<file path="config.mk">
export PLATFORM = sky130hd
export DESIGN_NAME = sfp_dev_flat
export DESIGN_NICKNAME = d
export VERILOG_FILES = /design/src/logic/sfp_pkg.sv /design/src/logic/sfp_if.sv /design/src/logic/sfp_prot_dec.sv /design/src/logic/sfp_dev.sv /design/src/flat_wrapper.sv
export VERILOG_INCLUDE_DIRS = /design/src /design/src/logic
export SDC_FILE = /design/constraint.sdc
export NUM_CORES = 2
export LEC_CHECK = 0
export BUFFER_PORTS_ARGS = -buffer_cell sky130_fd_sc_hd__buf_2
export CORE_ASPECT_RATIO = 0.75
export CORE_MARGIN = 2
export CORE_UTILIZATION = 45
export CTS_BUF_LIST = sky130_fd_sc_hd__clkbuf_4 sky130_fd_sc_hd__clkbuf_8
export CTS_CLUSTER_SIZE = 24
export DETAILED_ROUTE_END_ITERATION = 8
export HOLD_SLACK_MARGIN = 0.1
export PLACE_DENSITY_LB_ADDON = 0.08
export SLEW_MARGIN = 20
export SYNTH_ARGS = -nofsm -noshare
export SYNTH_HDL_FRONTEND = slang
export SYNTH_SLANG_ARGS = --single-unit
export TNS_END_PERCENT = 10
</file>
<file path="constraint.sdc">
create_clock -name clk_in -period 5.5 [get_ports clk_in]
set_input_delay 0.825 -clock clk_in [delete_from_list [all_inputs] [get_ports clk_in]]
set_output_delay 0.825 -clock clk_in [all_outputs]
set_load 0.005 [all_outputs]
</file>
<file path="src/logic/sfp_defs.svh">
`ifndef SFP_DEFS_SVH
`define SFP_DEFS_SVH
// Command opcodes
`define SFP_OP_WRITE_UNLOCK 8'h06
`define SFP_OP_WRITE_LOCK 8'h04
`define SFP_OP_STATUS_READ 8'h05
`define SFP_OP_STATUS_WRITE 8'h01
`define SFP_OP_READ 8'h03
`define SFP_OP_PAGE_WRITE 8'h02
`define SFP_OP_SECTOR_WIPE 8'h20
`define SFP_OP_HALF_BLOCK_WIPE 8'h52
`define SFP_OP_BLOCK_WIPE 8'hd8
`define SFP_OP_CHIP_WIPE_A 8'h60
`define SFP_OP_CHIP_WIPE_B 8'hc7
`define SFP_OP_SECURE_ENTER 8'hb1
`define SFP_OP_SECURE_EXIT 8'hc1
`define SFP_OP_SEC_READ 8'h2b
`define SFP_OP_SEC_WRITE 8'h2f
`define SFP_OP_NOP 8'h00
// Frame byte counts, opcode included
`define SFP_ADDR_BYTES 4'h4
`define SFP_PROG_MIN_BYTES 4'h5
`define SFP_STATUS_WRITE_CMD_SR_BYTES 4'h2
`define SFP_STATUS_WRITE_CMD_CR_BYTES 4'h3
// Status and config bit positions
`define SFP_SR_WIP 0
`define SFP_SR_WEL 1
`define SFP_SR_BP_LO 2
`define SFP_SR_BP_HI 5
`define SFP_SR_QE 6
`define SFP_SR_SRWD 7
`define SFP_CR_TB 3
`define SFP_SEC_FACTORY 0
`define SFP_SEC_CUSTOMER 1
// Address map
`define SFP_BLK_HI 22
`define SFP_BLK_LO 16
`define SFP_OTP_HALF_BIT 9
`define SFP_IDLE_BYTE 8'hff
// Host register offsets
`define SFP_REG_CTRL 8'h00
`define SFP_REG_ADDR 8'h04
`define SFP_REG_WDATA 8'h08
`define SFP_REG_RDATA 8'h0c
`define SFP_REG_STAT 8'h10
`endif

</file>
<file path="src/logic/sfp_pkg.sv">
package sfp_pkg;
  // Device frame phase
  typedef enum logic [2:0] {DEV_IDLE, DEV_CMD, DEV_ADDR, DEV_DIN, DEV_DOUT, DEV_STANDBY}
    sfp_dev_state_type;
  // Host link sequencer
  typedef enum logic [2:0] {HOST_IDLE, HOST_SETUP, HOST_LO, HOST_HI, HOST_END} sfp_host_state_type;
  // Array operation kinds
  typedef enum logic [2:0] {OP_PROG, OP_SECTOR, OP_HALF_BLOCK, OP_BLOCK, OP_CHIP} sfp_op_type;
endpackage : sfp_pkg

</file>
<file path="src/logic/sfp_if.sv">
interface sfp_if;
  logic cs_n;
  logic sclk;
  logic si;
  logic wp_n;
  logic so_o;
  logic so_oe;
  logic so;
  // Released output reads high, as with a pull-up
  assign so = so_oe ? so_o : 1'b1;
  modport dev (input cs_n, input sclk, input si, input wp_n, output so_o, output so_oe);
  modport host (output cs_n, output sclk, output si, output wp_n, input so);
endinterface : sfp_if

</file>
<file path="src/logic/sfp_prot_dec.sv">
module sfp_prot_dec (
  // Protection setting
  input wire logic [3:0] level_in,
  input wire logic protect_from_bottom_in,
  // Block under test
  input wire logic [6:0] block_in,
  output logic protected_out
);
  logic [7:0] span;
  // Number of guarded blocks for codes 1 to 7
  assign span = (level_in[2:0] == 3'h0) ? 8'h00 : (8'h01 << (level_in[2:0] - 3'h1));
  always_comb begin
    if (level_in[3]) begin
      protected_out = 1'b1;
    end else if (protect_from_bottom_in) begin
      protected_out = {1'b0, block_in} < span;
    end else begin
      protected_out = {1'b0, block_in} >= (8'h80 - span);
    end
  end
endmodule : sfp_prot_dec

</file>
<file path="src/logic/sfp_dev.sv">
`include "sfp_defs.svh"
module sfp_dev (
  // Clock and reset
  input wire logic clk_in,
  input wire logic rst_n_in,
  // Serial link
  sfp_if.dev link,
  // Array side
  input wire logic factory_lock_in,
  input wire logic array_busy_in,
  input wire logic [7:0] rd_data_in,
  output logic [22:0] rd_addr_out,
  output logic rd_otp_out,
  output logic op_start_out,
  output sfp_pkg::sfp_op_type op_kind_out,
  output logic [22:0] op_addr_out,
  output logic [8:0] op_len_out,
  output logic op_otp_out,
  input wire logic [7:0] buf_idx_in,
  output logic [7:0] buf_data_out,
  // Visible state
  output logic secure_mode_out,
  output logic [7:0] status_out
);
  sfp_pkg::sfp_dev_state_type state_r;
  logic cs_q_r, sclk_q_r;
  logic [2:0] bit_cnt_r;
  logic [3:0] byte_cnt_r;
  logic [7:0] op_r, sh_r, tx_r, sr_new_r, cr_new_r;
  logic [23:0] addr_r;
  logic [8:0] plen_r;
  logic [7:0] pbuf [256];
  logic load_pend_r, so_r, so_oe_r;
  logic wel_r, srwd_r, qe_r, tb_r, cust_lock_r, secure_r;
  logic [3:0] bp_r;
  logic cs_fall, cs_rise, sck_rise, sck_fall, byte_done, blk_prot, pin_locked, boundary;
  logic [7:0] byte_in, next_byte, sec_byte;

  // Edge detection of synchronous pins
  always_ff @(posedge clk_in or negedge rst_n_in) begin
    if (!rst_n_in) begin
      cs_q_r <= 1'b1;
      sclk_q_r <= 1'b0;
    end else begin
      cs_q_r <= link.cs_n;
      sclk_q_r <= link.sclk;
    end
  end
  assign cs_fall = cs_q_r & ~link.cs_n;
  assign cs_rise = ~cs_q_r & link.cs_n;
  // Only edges seen while selected count, so either idle level works
  assign sck_rise = ~sclk_q_r & link.sclk & ~link.cs_n;
  assign sck_fall = sclk_q_r & ~link.sclk & ~link.cs_n;
  assign byte_done = sck_rise && (bit_cnt_r == 3'h7);
  assign byte_in = {sh_r[6:0], link.si};
  assign boundary = (bit_cnt_r == 3'h0);

  // Command classification
  function automatic logic is_known(input logic [7:0] op);
    case (op)
      `SFP_OP_WRITE_UNLOCK, `SFP_OP_WRITE_LOCK, `SFP_OP_STATUS_READ, `SFP_OP_STATUS_WRITE,
      `SFP_OP_READ, `SFP_OP_PAGE_WRITE, `SFP_OP_SECTOR_WIPE, `SFP_OP_HALF_BLOCK_WIPE,
      `SFP_OP_BLOCK_WIPE, `SFP_OP_CHIP_WIPE_A, `SFP_OP_CHIP_WIPE_B, `SFP_OP_SECURE_ENTER,
      `SFP_OP_SECURE_EXIT, `SFP_OP_SEC_READ, `SFP_OP_SEC_WRITE, `SFP_OP_NOP: is_known = 1'b1;
      default: is_known = 1'b0;
    endcase
  endfunction
  function automatic logic has_addr(input logic [7:0] op);
    has_addr = (op == `SFP_OP_READ) || (op == `SFP_OP_PAGE_WRITE) ||
      (op == `SFP_OP_SECTOR_WIPE) || (op == `SFP_OP_HALF_BLOCK_WIPE) ||
      (op == `SFP_OP_BLOCK_WIPE);
  endfunction
  function automatic logic is_output(input logic [7:0] op);
    is_output = (op == `SFP_OP_STATUS_READ) || (op == `SFP_OP_SEC_READ) ||
      (op == `SFP_OP_READ);
  endfunction

  // Frame sequencing and counters
  always_ff @(posedge clk_in or negedge rst_n_in) begin
    if (!rst_n_in) begin
      state_r <= sfp_pkg::DEV_IDLE;
      bit_cnt_r <= 3'h0;
      byte_cnt_r <= 4'h0;
      op_r <= 8'h00;
      sh_r <= 8'h00;
    end else if (cs_fall) begin
      state_r <= sfp_pkg::DEV_CMD;
      bit_cnt_r <= 3'h0;
      byte_cnt_r <= 4'h0;
    end else if (cs_rise) begin
      state_r <= sfp_pkg::DEV_IDLE;
      bit_cnt_r <= 3'h0;
      byte_cnt_r <= 4'h0;
    end else if (sck_rise && state_r != sfp_pkg::DEV_IDLE && state_r != sfp_pkg::DEV_STANDBY) begin
      sh_r <= byte_in;
      bit_cnt_r <= bit_cnt_r + 3'h1;
      if (byte_done && byte_cnt_r != 4'hf) begin
        byte_cnt_r <= byte_cnt_r + 4'h1;
      end
      if (byte_done && state_r == sfp_pkg::DEV_CMD) begin
        op_r <= byte_in;
        if (!is_known(byte_in)) begin
          state_r <= sfp_pkg::DEV_STANDBY;
        end else if (has_addr(byte_in)) begin
          state_r <= sfp_pkg::DEV_ADDR;
        end else if (is_output(byte_in)) begin
          state_r <= sfp_pkg::DEV_DOUT;
        end else begin
          state_r <= sfp_pkg::DEV_DIN;
        end
      end else if (byte_done && state_r == sfp_pkg::DEV_ADDR &&
          byte_cnt_r == `SFP_ADDR_BYTES - 4'h1) begin
        state_r <= is_output(op_r) ? sfp_pkg::DEV_DOUT : sfp_pkg::DEV_DIN;
      end
    end
  end

  // Address capture, read address stepping, write data capture
  always_ff @(posedge clk_in or negedge rst_n_in) begin
    if (!rst_n_in) begin
      addr_r <= 24'h000000;
      plen_r <= 9'h000;
      sr_new_r <= 8'h00;
      cr_new_r <= 8'h00;
    end else if (cs_fall) begin
      plen_r <= 9'h000;
    end else if (byte_done && state_r == sfp_pkg::DEV_ADDR) begin
      addr_r <= {addr_r[15:0], byte_in};
    end else if (byte_done && state_r == sfp_pkg::DEV_DIN) begin
      if (byte_cnt_r == `SFP_STATUS_WRITE_CMD_SR_BYTES - 4'h1) begin
        sr_new_r <= byte_in;
      end
      if (byte_cnt_r == `SFP_STATUS_WRITE_CMD_CR_BYTES - 4'h1) begin
        cr_new_r <= byte_in;
      end
      if (plen_r != 9'h100) begin
        plen_r <= plen_r + 9'h001;
      end
    end else if (load_pend_r && op_r == `SFP_OP_READ) begin
      addr_r <= addr_r + 24'h000001;
    end
  end

  // Page buffer, later drained by the array side
  always_ff @(posedge clk_in) begin
    if (byte_done && state_r == sfp_pkg::DEV_DIN) begin
      pbuf[addr_r[7:0] + plen_r[7:0]] <= byte_in;
    end
  end
  always_ff @(posedge clk_in or negedge rst_n_in) begin
    if (!rst_n_in) begin
      buf_data_out <= 8'h00;
    end else begin
      buf_data_out <= pbuf[buf_idx_in];
    end
  end

  // Status, security and outgoing byte choice
  assign status_out = {srwd_r, qe_r, bp_r, wel_r, array_busy_in};
  assign sec_byte = {6'h00, cust_lock_r, factory_lock_in};
  assign rd_addr_out = addr_r[22:0];
  assign rd_otp_out = secure_r;
  assign secure_mode_out = secure_r;
  always_comb begin
    case (op_r)
      `SFP_OP_STATUS_READ: next_byte = status_out;
      `SFP_OP_SEC_READ: next_byte = sec_byte;
      default: next_byte = array_busy_in ? `SFP_IDLE_BYTE : rd_data_in;
    endcase
  end

  // Output shifter: load after each byte, drive on falling edges
  always_ff @(posedge clk_in or negedge rst_n_in) begin
    if (!rst_n_in) begin
      load_pend_r <= 1'b0;
      tx_r <= 8'h00;
      so_r <= 1'b0;
      so_oe_r <= 1'b0;
    end else if (cs_rise || cs_fall) begin
      load_pend_r <= 1'b0;
      so_oe_r <= 1'b0;
    end else begin
      load_pend_r <= byte_done && is_output(op_r) &&
        (state_r == sfp_pkg::DEV_DOUT || (state_r == sfp_pkg::DEV_ADDR &&
        byte_cnt_r == `SFP_ADDR_BYTES - 4'h1));
      if (byte_done && state_r == sfp_pkg::DEV_CMD && is_output(byte_in) &&
          !has_addr(byte_in)) begin
        load_pend_r <= 1'b1;
      end
      if (load_pend_r) begin
        tx_r <= next_byte;
      end else if (sck_fall && state_r == sfp_pkg::DEV_DOUT) begin
        so_r <= tx_r[7];
        so_oe_r <= 1'b1;
        tx_r <= {tx_r[6:0], 1'b1};
      end
    end
  end
  assign link.so_o = so_r;
  assign link.so_oe = so_oe_r;

  // Protection lookup on the 64K block of the captured address
  sfp_prot_dec u_prot (
    .level_in(bp_r),
    .protect_from_bottom_in(tb_r),
    .block_in(addr_r[`SFP_BLK_HI:`SFP_BLK_LO]),
    .protected_out(blk_prot)
  );
  assign pin_locked = srwd_r & ~link.wp_n & ~qe_r;

  // Command execution at deselect
  always_ff @(posedge clk_in or negedge rst_n_in) begin
    if (!rst_n_in) begin
      wel_r <= 1'b0;
      bp_r <= 4'h0;
      srwd_r <= 1'b0;
      qe_r <= 1'b0;
      tb_r <= 1'b0;
      cust_lock_r <= 1'b0;
      secure_r <= 1'b0;
      op_start_out <= 1'b0;
      op_kind_out <= sfp_pkg::OP_PROG;
      op_addr_out <= 23'h000000;
      op_len_out <= 9'h000;
      op_otp_out <= 1'b0;
    end else begin
      op_start_out <= 1'b0;
      if (cs_rise && state_r == sfp_pkg::DEV_DIN && boundary) begin
        op_addr_out <= addr_r[22:0];
        op_len_out <= plen_r;
        op_otp_out <= secure_r;
        case (op_r)
          `SFP_OP_WRITE_UNLOCK: wel_r <= 1'b1;
          `SFP_OP_WRITE_LOCK: wel_r <= 1'b0;
          `SFP_OP_SECURE_ENTER: secure_r <= 1'b1;
          `SFP_OP_SECURE_EXIT: secure_r <= 1'b0;
          `SFP_OP_STATUS_WRITE: begin
            if (wel_r && !array_busy_in && !pin_locked &&
                byte_cnt_r >= `SFP_STATUS_WRITE_CMD_SR_BYTES) begin
              srwd_r <= sr_new_r[`SFP_SR_SRWD];
              qe_r <= sr_new_r[`SFP_SR_QE];
              bp_r <= sr_new_r[`SFP_SR_BP_HI:`SFP_SR_BP_LO];
              if (byte_cnt_r >= `SFP_STATUS_WRITE_CMD_CR_BYTES) begin
                tb_r <= cr_new_r[`SFP_CR_TB];
              end
              wel_r <= 1'b0;
            end
          end
          `SFP_OP_SEC_WRITE: begin
            if (wel_r && !array_busy_in) begin
              cust_lock_r <= 1'b1;
              wel_r <= 1'b0;
            end
          end
          `SFP_OP_PAGE_WRITE: begin
            if (wel_r && !array_busy_in && byte_cnt_r >= `SFP_PROG_MIN_BYTES) begin
              wel_r <= 1'b0;
              op_kind_out <= sfp_pkg::OP_PROG;
              if (secure_r) begin
                // Half chosen by offset bit 9
                op_start_out <= addr_r[`SFP_OTP_HALF_BIT] ? !factory_lock_in :
                  !cust_lock_r;
              end else begin
                op_start_out <= !blk_prot;
              end
            end
          end
          `SFP_OP_SECTOR_WIPE, `SFP_OP_HALF_BLOCK_WIPE, `SFP_OP_BLOCK_WIPE: begin
            if (wel_r && !array_busy_in && byte_cnt_r == `SFP_ADDR_BYTES) begin
              wel_r <= 1'b0;
              op_start_out <= !blk_prot && !secure_r;
              op_kind_out <= (op_r == `SFP_OP_SECTOR_WIPE) ? sfp_pkg::OP_SECTOR :
                (op_r == `SFP_OP_HALF_BLOCK_WIPE) ? sfp_pkg::OP_HALF_BLOCK :
                sfp_pkg::OP_BLOCK;
            end
          end
          `SFP_OP_CHIP_WIPE_A, `SFP_OP_CHIP_WIPE_B: begin
            if (wel_r && !array_busy_in) begin
              wel_r <= 1'b0;
              op_start_out <= (bp_r == 4'h0) && !secure_r;
              op_kind_out <= sfp_pkg::OP_CHIP;
              op_addr_out <= 23'h000000; // Whole array, no stale address
            end
          end
          default: wel_r <= wel_r;
        endcase
      end
    end
  end
endmodule : sfp_dev

</file>
<file path="src/flat_wrapper.sv">
// flat-port wrapper written by rule: the top's interface ports become plain ports
module sfp_dev_flat 
  (clk_in, rst_n_in, factory_lock_in, array_busy_in, rd_data_in, rd_addr_out, rd_otp_out, op_start_out, op_kind_out, op_addr_out, op_len_out, op_otp_out, buf_idx_in, buf_data_out, secure_mode_out, status_out, link_cs_n, link_sclk, link_si, link_wp_n, link_so_o, link_so_oe);
  sfp_if link_i ();
  input wire logic clk_in;
  input wire logic rst_n_in;
  input wire logic factory_lock_in;
  input wire logic array_busy_in;
  input wire logic [7:0] rd_data_in;
  output logic [22:0] rd_addr_out;
  output logic rd_otp_out;
  output logic op_start_out;
  output sfp_pkg::sfp_op_type op_kind_out;
  output logic [22:0] op_addr_out;
  output logic [8:0] op_len_out;
  output logic op_otp_out;
  input wire logic [7:0] buf_idx_in;
  output logic [7:0] buf_data_out;
  output logic secure_mode_out;
  output logic [7:0] status_out;
  input wire logic [$bits(link_i.cs_n)-1:0] link_cs_n;
  input wire logic [$bits(link_i.sclk)-1:0] link_sclk;
  input wire logic [$bits(link_i.si)-1:0] link_si;
  input wire logic [$bits(link_i.wp_n)-1:0] link_wp_n;
  output wire logic [$bits(link_i.so_o)-1:0] link_so_o;
  output wire logic [$bits(link_i.so_oe)-1:0] link_so_oe;
  assign link_i.cs_n = link_cs_n;
  assign link_i.sclk = link_sclk;
  assign link_i.si = link_si;
  assign link_i.wp_n = link_wp_n;
  assign link_so_o = link_i.so_o;
  assign link_so_oe = link_i.so_oe;
  sfp_dev u_core (.clk_in(clk_in), .rst_n_in(rst_n_in), .link(link_i), .factory_lock_in(factory_lock_in), .array_busy_in(array_busy_in), .rd_data_in(rd_data_in), .rd_addr_out(rd_addr_out), .rd_otp_out(rd_otp_out), .op_start_out(op_start_out), .op_kind_out(op_kind_out), .op_addr_out(op_addr_out), .op_len_out(op_len_out), .op_otp_out(op_otp_out), .buf_idx_in(buf_idx_in), .buf_data_out(buf_data_out), .secure_mode_out(secure_mode_out), .status_out(status_out));
endmodule
</file>
==> results.tsv <==
stage	metric	value	unit
run_status	status	finished, final reports clean	
critical_path	Data required, critical path	6.23	ns
critical_path	Crit Reg-Reg Startpoint	u_core.addr_r[0]	
grt	vias in the first global route	46260	
detailed_routing	Post-Route WL	238400	um
critical_path	CP Capture Type	flip-flop	
floorplanning	std cell rows	140	
cts	CTS buffer count	358	
sta	final worst-path cycle share	92.23	%
yosys	Syn Nets	4504	
cts	CTS sink cnt	2180	
cells_and_area	flip-flop and latch area	64830	um^2
cts	Worst-path clk slew	0.06	ns
hold_path	Tightest Hold Check Type	in2reg	
yosys	Async SR Flop Fraction	6.055	%
detailed_routing	DRT iter0 DRCs	5460	
cells_and_area	fillcell total	15450	
detailed_routing	Vias	46760	
critical_path	crit path max-delay cell type	nand3_1	
cells_and_area	layout cell share with drive strength beyond 1	32.51	%
yosys	Post-synth EDFFs	2048	
critical_path	CP Launch Type	flip-flop	
power_and_ir_drop	pwr/cell area	346.7	nW/um^2
sta	FMAX	197.1	MHz
yosys	Synth cell types	83	
yosys	Post-Syn Area	87390	um^2
placement	DP HPWL	145100	um
grt	initial antenna violation count	10	
job	Max Cap Violations	0	
sta	worst setup margin	0.4276	ns
critical_path	worst setup path end	u_core.pbuf[96][1]	
cts	CTS tree	built	
critical_path	Worst Path Max Fanout	16	
detailed_routing	DRC violations left	0	
power_and_ir_drop	register share of total power	55.5	%
placement	GPL Wtd Cong	0.8117	
sta	Setup Skew	0.06526	ns
floorplanning	DIE WIDTH	512.8	um
critical_path	critical path class	reg2reg	
sta	total negative setup slack	0	ns
floorplanning	total I/O pin count	104	
sta	Worst Max-Slew Pin Slew	1.108	ns
power_and_ir_drop	Max rail drop VDD	0.2548	mV
critical_path	worst reg-to-reg setup slack	0.43	ns
floorplanning	die area	197800	um^2
power_and_ir_drop	P_sw	0.008164	W
cells_and_area	multi-input logic area	21920	um^2
yosys	Seq cells post-synth	2180	
cts	H-tree lvl count	5	
cts	clock latency on the worst-skew pair	1.06	ns
grt	grt total ovfl	0	
yosys	Mean Syn Cell Area	19.66	um^2
floorplanning	core area	193600	um^2
yosys	top cells by area, synth	edfxtp_1 70%, mux4_2 13%, dfrtp_1 3.8%	
detailed_routing	Antenna Nets Post-Route	0	
yosys	Seq/Total Area, Yosys	74.16	%
grt	Tot GR Track Use	24.01	%
cts	root buf cell	clkbuf_8	
grt	first-pass GRT wire length	342100	um
cells_and_area	Layout Nets	4974	
yosys	top-area cell type share of the netlist area	70.38	%
grt	largest net degree at the start of global routing	172	
yosys	largest area contributor in the netlist	edfxtp_1	
critical_path	cells on worst reg2reg path	10	
cells_and_area	Area growth, synth to finish	14.52	%
power_and_ir_drop	part of the power in the clock network	38.8	%
sta	Rel. slew slack	25.53	%
sta	Final min period	5.072	ns
placement	Post-Place Worst Slack	0.4161	ns
critical_path	crit path DAT	5.81	ns
critical_path	CP peak stage delay	0.97	ns
yosys	Gate Count Post-Synth	4446	
detailed_routing	DRT Pass-1 Iters	7	
yosys	prevailing post-synth register cell	edfxtp_1	
cts	post_cts resized	0	
power_and_ir_drop	Sw Share	23.53	%
critical_path	worst-path cell chain	ha_1 > fa_1 > a21o_1 > a21oi_2 > o211a_1 > or3_1 > nand3_1 > buf_4 > a211oi_1 > buf_4	
sta	Fin. Hold Viols	0	
critical_path	Critical R2R Capture	u_core.pbuf[96][1]	
power_and_ir_drop	part of the power in combinational logic	5.8	%
sta	setup violators final	0	
sta	RSZ-0062 raised after global routing	false	
critical_path	Crit path top cell by count	buf_4	
floorplanning	Initial Util	45.15	%
power_and_ir_drop	Pleak	31.96	nW
detailed_routing	vias per inst	6.049	
cts	Clock Tree Buf Depth	4	
placement	IO Port Bufs	103	
power_and_ir_drop	internal power	0.02653	W
detailed_routing	wire per inst	30.84	um
sta	Max Slew Vio Count	0	
yosys	Yosys Warn Count	0	
critical_path	crit path launch	u_core.addr_r[0]	
floorplanning	die height	385.6	um
-- repair_timing --
item | CTS | global route
hold buffers | 3 | 0
buffers inserted | 0 | 0
hold endpoints to repair | 27 | 0
-- cell usage after synthesis, types with 65 or more instances --
library cell and instances:
a22o_1 65, nor2_1 150, dfrtp_1 131, o22ai_1 117, nor4_1 146, nand2_1 69
a21oi_1 73, mux2i_1 82, clkbuf_1 161, buf_2 93, mux4_2 486, edfxtp_1 2048
a211oi_1 168
-- state kept, by name, summed over array words and instances, names as in the netlist, 3 cells and up --
signal               flops
u_core.addr_r           23
u_core.bit_cnt_r         3
u_core.bp_r              4
u_core.buf_data_out      8
u_core.byte_cnt_r        4
u_core.op_addr_out      23
u_core.op_kind_out       3
u_core.op_len_out        9
u_core.op_r              8
u_core.pbuf           2048
u_core.plen_r            9
u_core.sh_r              7
u_core.sr_new_r          6
u_core.state_r           3
u_core.tx_r              8
-- placed cells by master, fill, tap and decap left out, types with 15 or more instances in the layout --
cell type,count
clkbuf_4,97
nand3_1,58
inv_1,32
or3_1,15
nor2_1,148
buf_4,305
o21ai_0,50
nand2b_1,18
nor3_1,17
nand4_1,17
nor4_4,40
a21oi_1,73
o22ai_1,117
a22o_1,65
ha_1,33
dfrtp_1,124
buf_12,24
a211oi_1,162
o221ai_1,16
nor3_2,15
clkinv_1,87
mux2_2,37
clkinv_2,41
a221oi_1,18
o211ai_1,19
mux4_2,486
nor4_2,82
mux2i_1,82
a22oi_1,52
buf_2,99
edfxtp_1,2048
nand2_1,69
a31oi_1,17
clkbuf_8,371
nor4_1,34
-- worst max-delay path: cells and delay by family (launching register included) --
family / cells / cell delay, ns
compound gates: 4 / 1.28
fa+ha+maj: 2 / 0.69
buf+inv: 2 / 0.78
flops: 1 / 0.49
simple gates: 2 / 1.50
-- routing by layer --
layer / vias to the layer above / GRT usage (%) / share of wire, %
met5: - / 0 / 0.0067
met4: 2 / 5.418 / 1.7
met3: 298 / 4.733 / 7.2
met2: 1863 / 34.81 / 44
met1: 24870 / 37.52 / 47
li1: 19730 / - / -
-- power by group through the flow --
| stage | clock network [W] | registers [W] | logic (W) |
|---|---|---|---|
| 2_1_floorplan | 0 | 0.0199 | 0.000799 |
| 3_3_place_gp | 0 | 0.0196 | 0.00202 |
| 3_5_place_dp | 0 | 0.0196 | 0.00205 |
| 4_1_cts | 0.0138 | 0.0192 | 0.00205 |
| 5_1_grt | 0.0145 | 0.0193 | 0.00215 |
| 6_report | 0.0134 | 0.0192 | 0.00200 |
-- area by class of cell --
cell class	count	area share, %
diodes	7	0.01750
inverters	33	0.1238
well taps	2556	3.196
flip-flops and latches	2180	64.78
repair buffers	438	3.387
clock inverters	144	0.7602
clock buffers	468	5.830
multi-input cells	1905	21.90
-- worst min-delay path by stage --
stage / start / end / slack, ns / cells after the start
final: factory_lock_in / u_core.tx_r[0] / 0.20 / 3
after global routing: factory_lock_in / u_core.tx_r[0] / 0.15 / 3
after CTS: factory_lock_in / u_core.tx_r[0] / 0.10 / 3
after detailed placement: u_core.link.so_o / u_core.link.so_o / 0.47 / 2
after global placement: u_core.op_len_out[0] / u_core.op_len_out[0] / 0.46 / 2
after floorplan: u_core.cust_lock_r / u_core.cust_lock_r / 0.45 / 1
-- per-stage QoR --
stage          cells  util [%]  hold WS (ns)  area, um^2  total power (W)
2_1_floorplan   4446         -        0.4494       87390          0.02065
3_3_place_gp    7107     48.07        0.4634       93040          0.02160
3_5_place_dp    7107     48.11        0.4699       93120          0.02164
4_1_cts         7722     51.53        0.1048       99750          0.03505
5_1_grt         7729     51.70        0.1492      100100          0.03589
6_report        7731     51.70        0.2014      100100          0.03469
-- cell families (layout without fill, tap and decap cells) --
family                   after synthesis  in the layout  share of synthesized area [%]
AO/OA/AOI/OAI                        659            659                          5.368
adder cells (fa/ha/maj)               34             34                         0.4954
AND/OR/NAND/NOR                      586            586                          3.697
buffers and inverters                361           1083                          2.125
multiplexers                         607            607                          13.97
XOR/XNOR                              19             19                         0.1904
other                                  0              7                              0
flip-flops                          2180           2180                          74.16
Power figures use the tool's default switching activity.
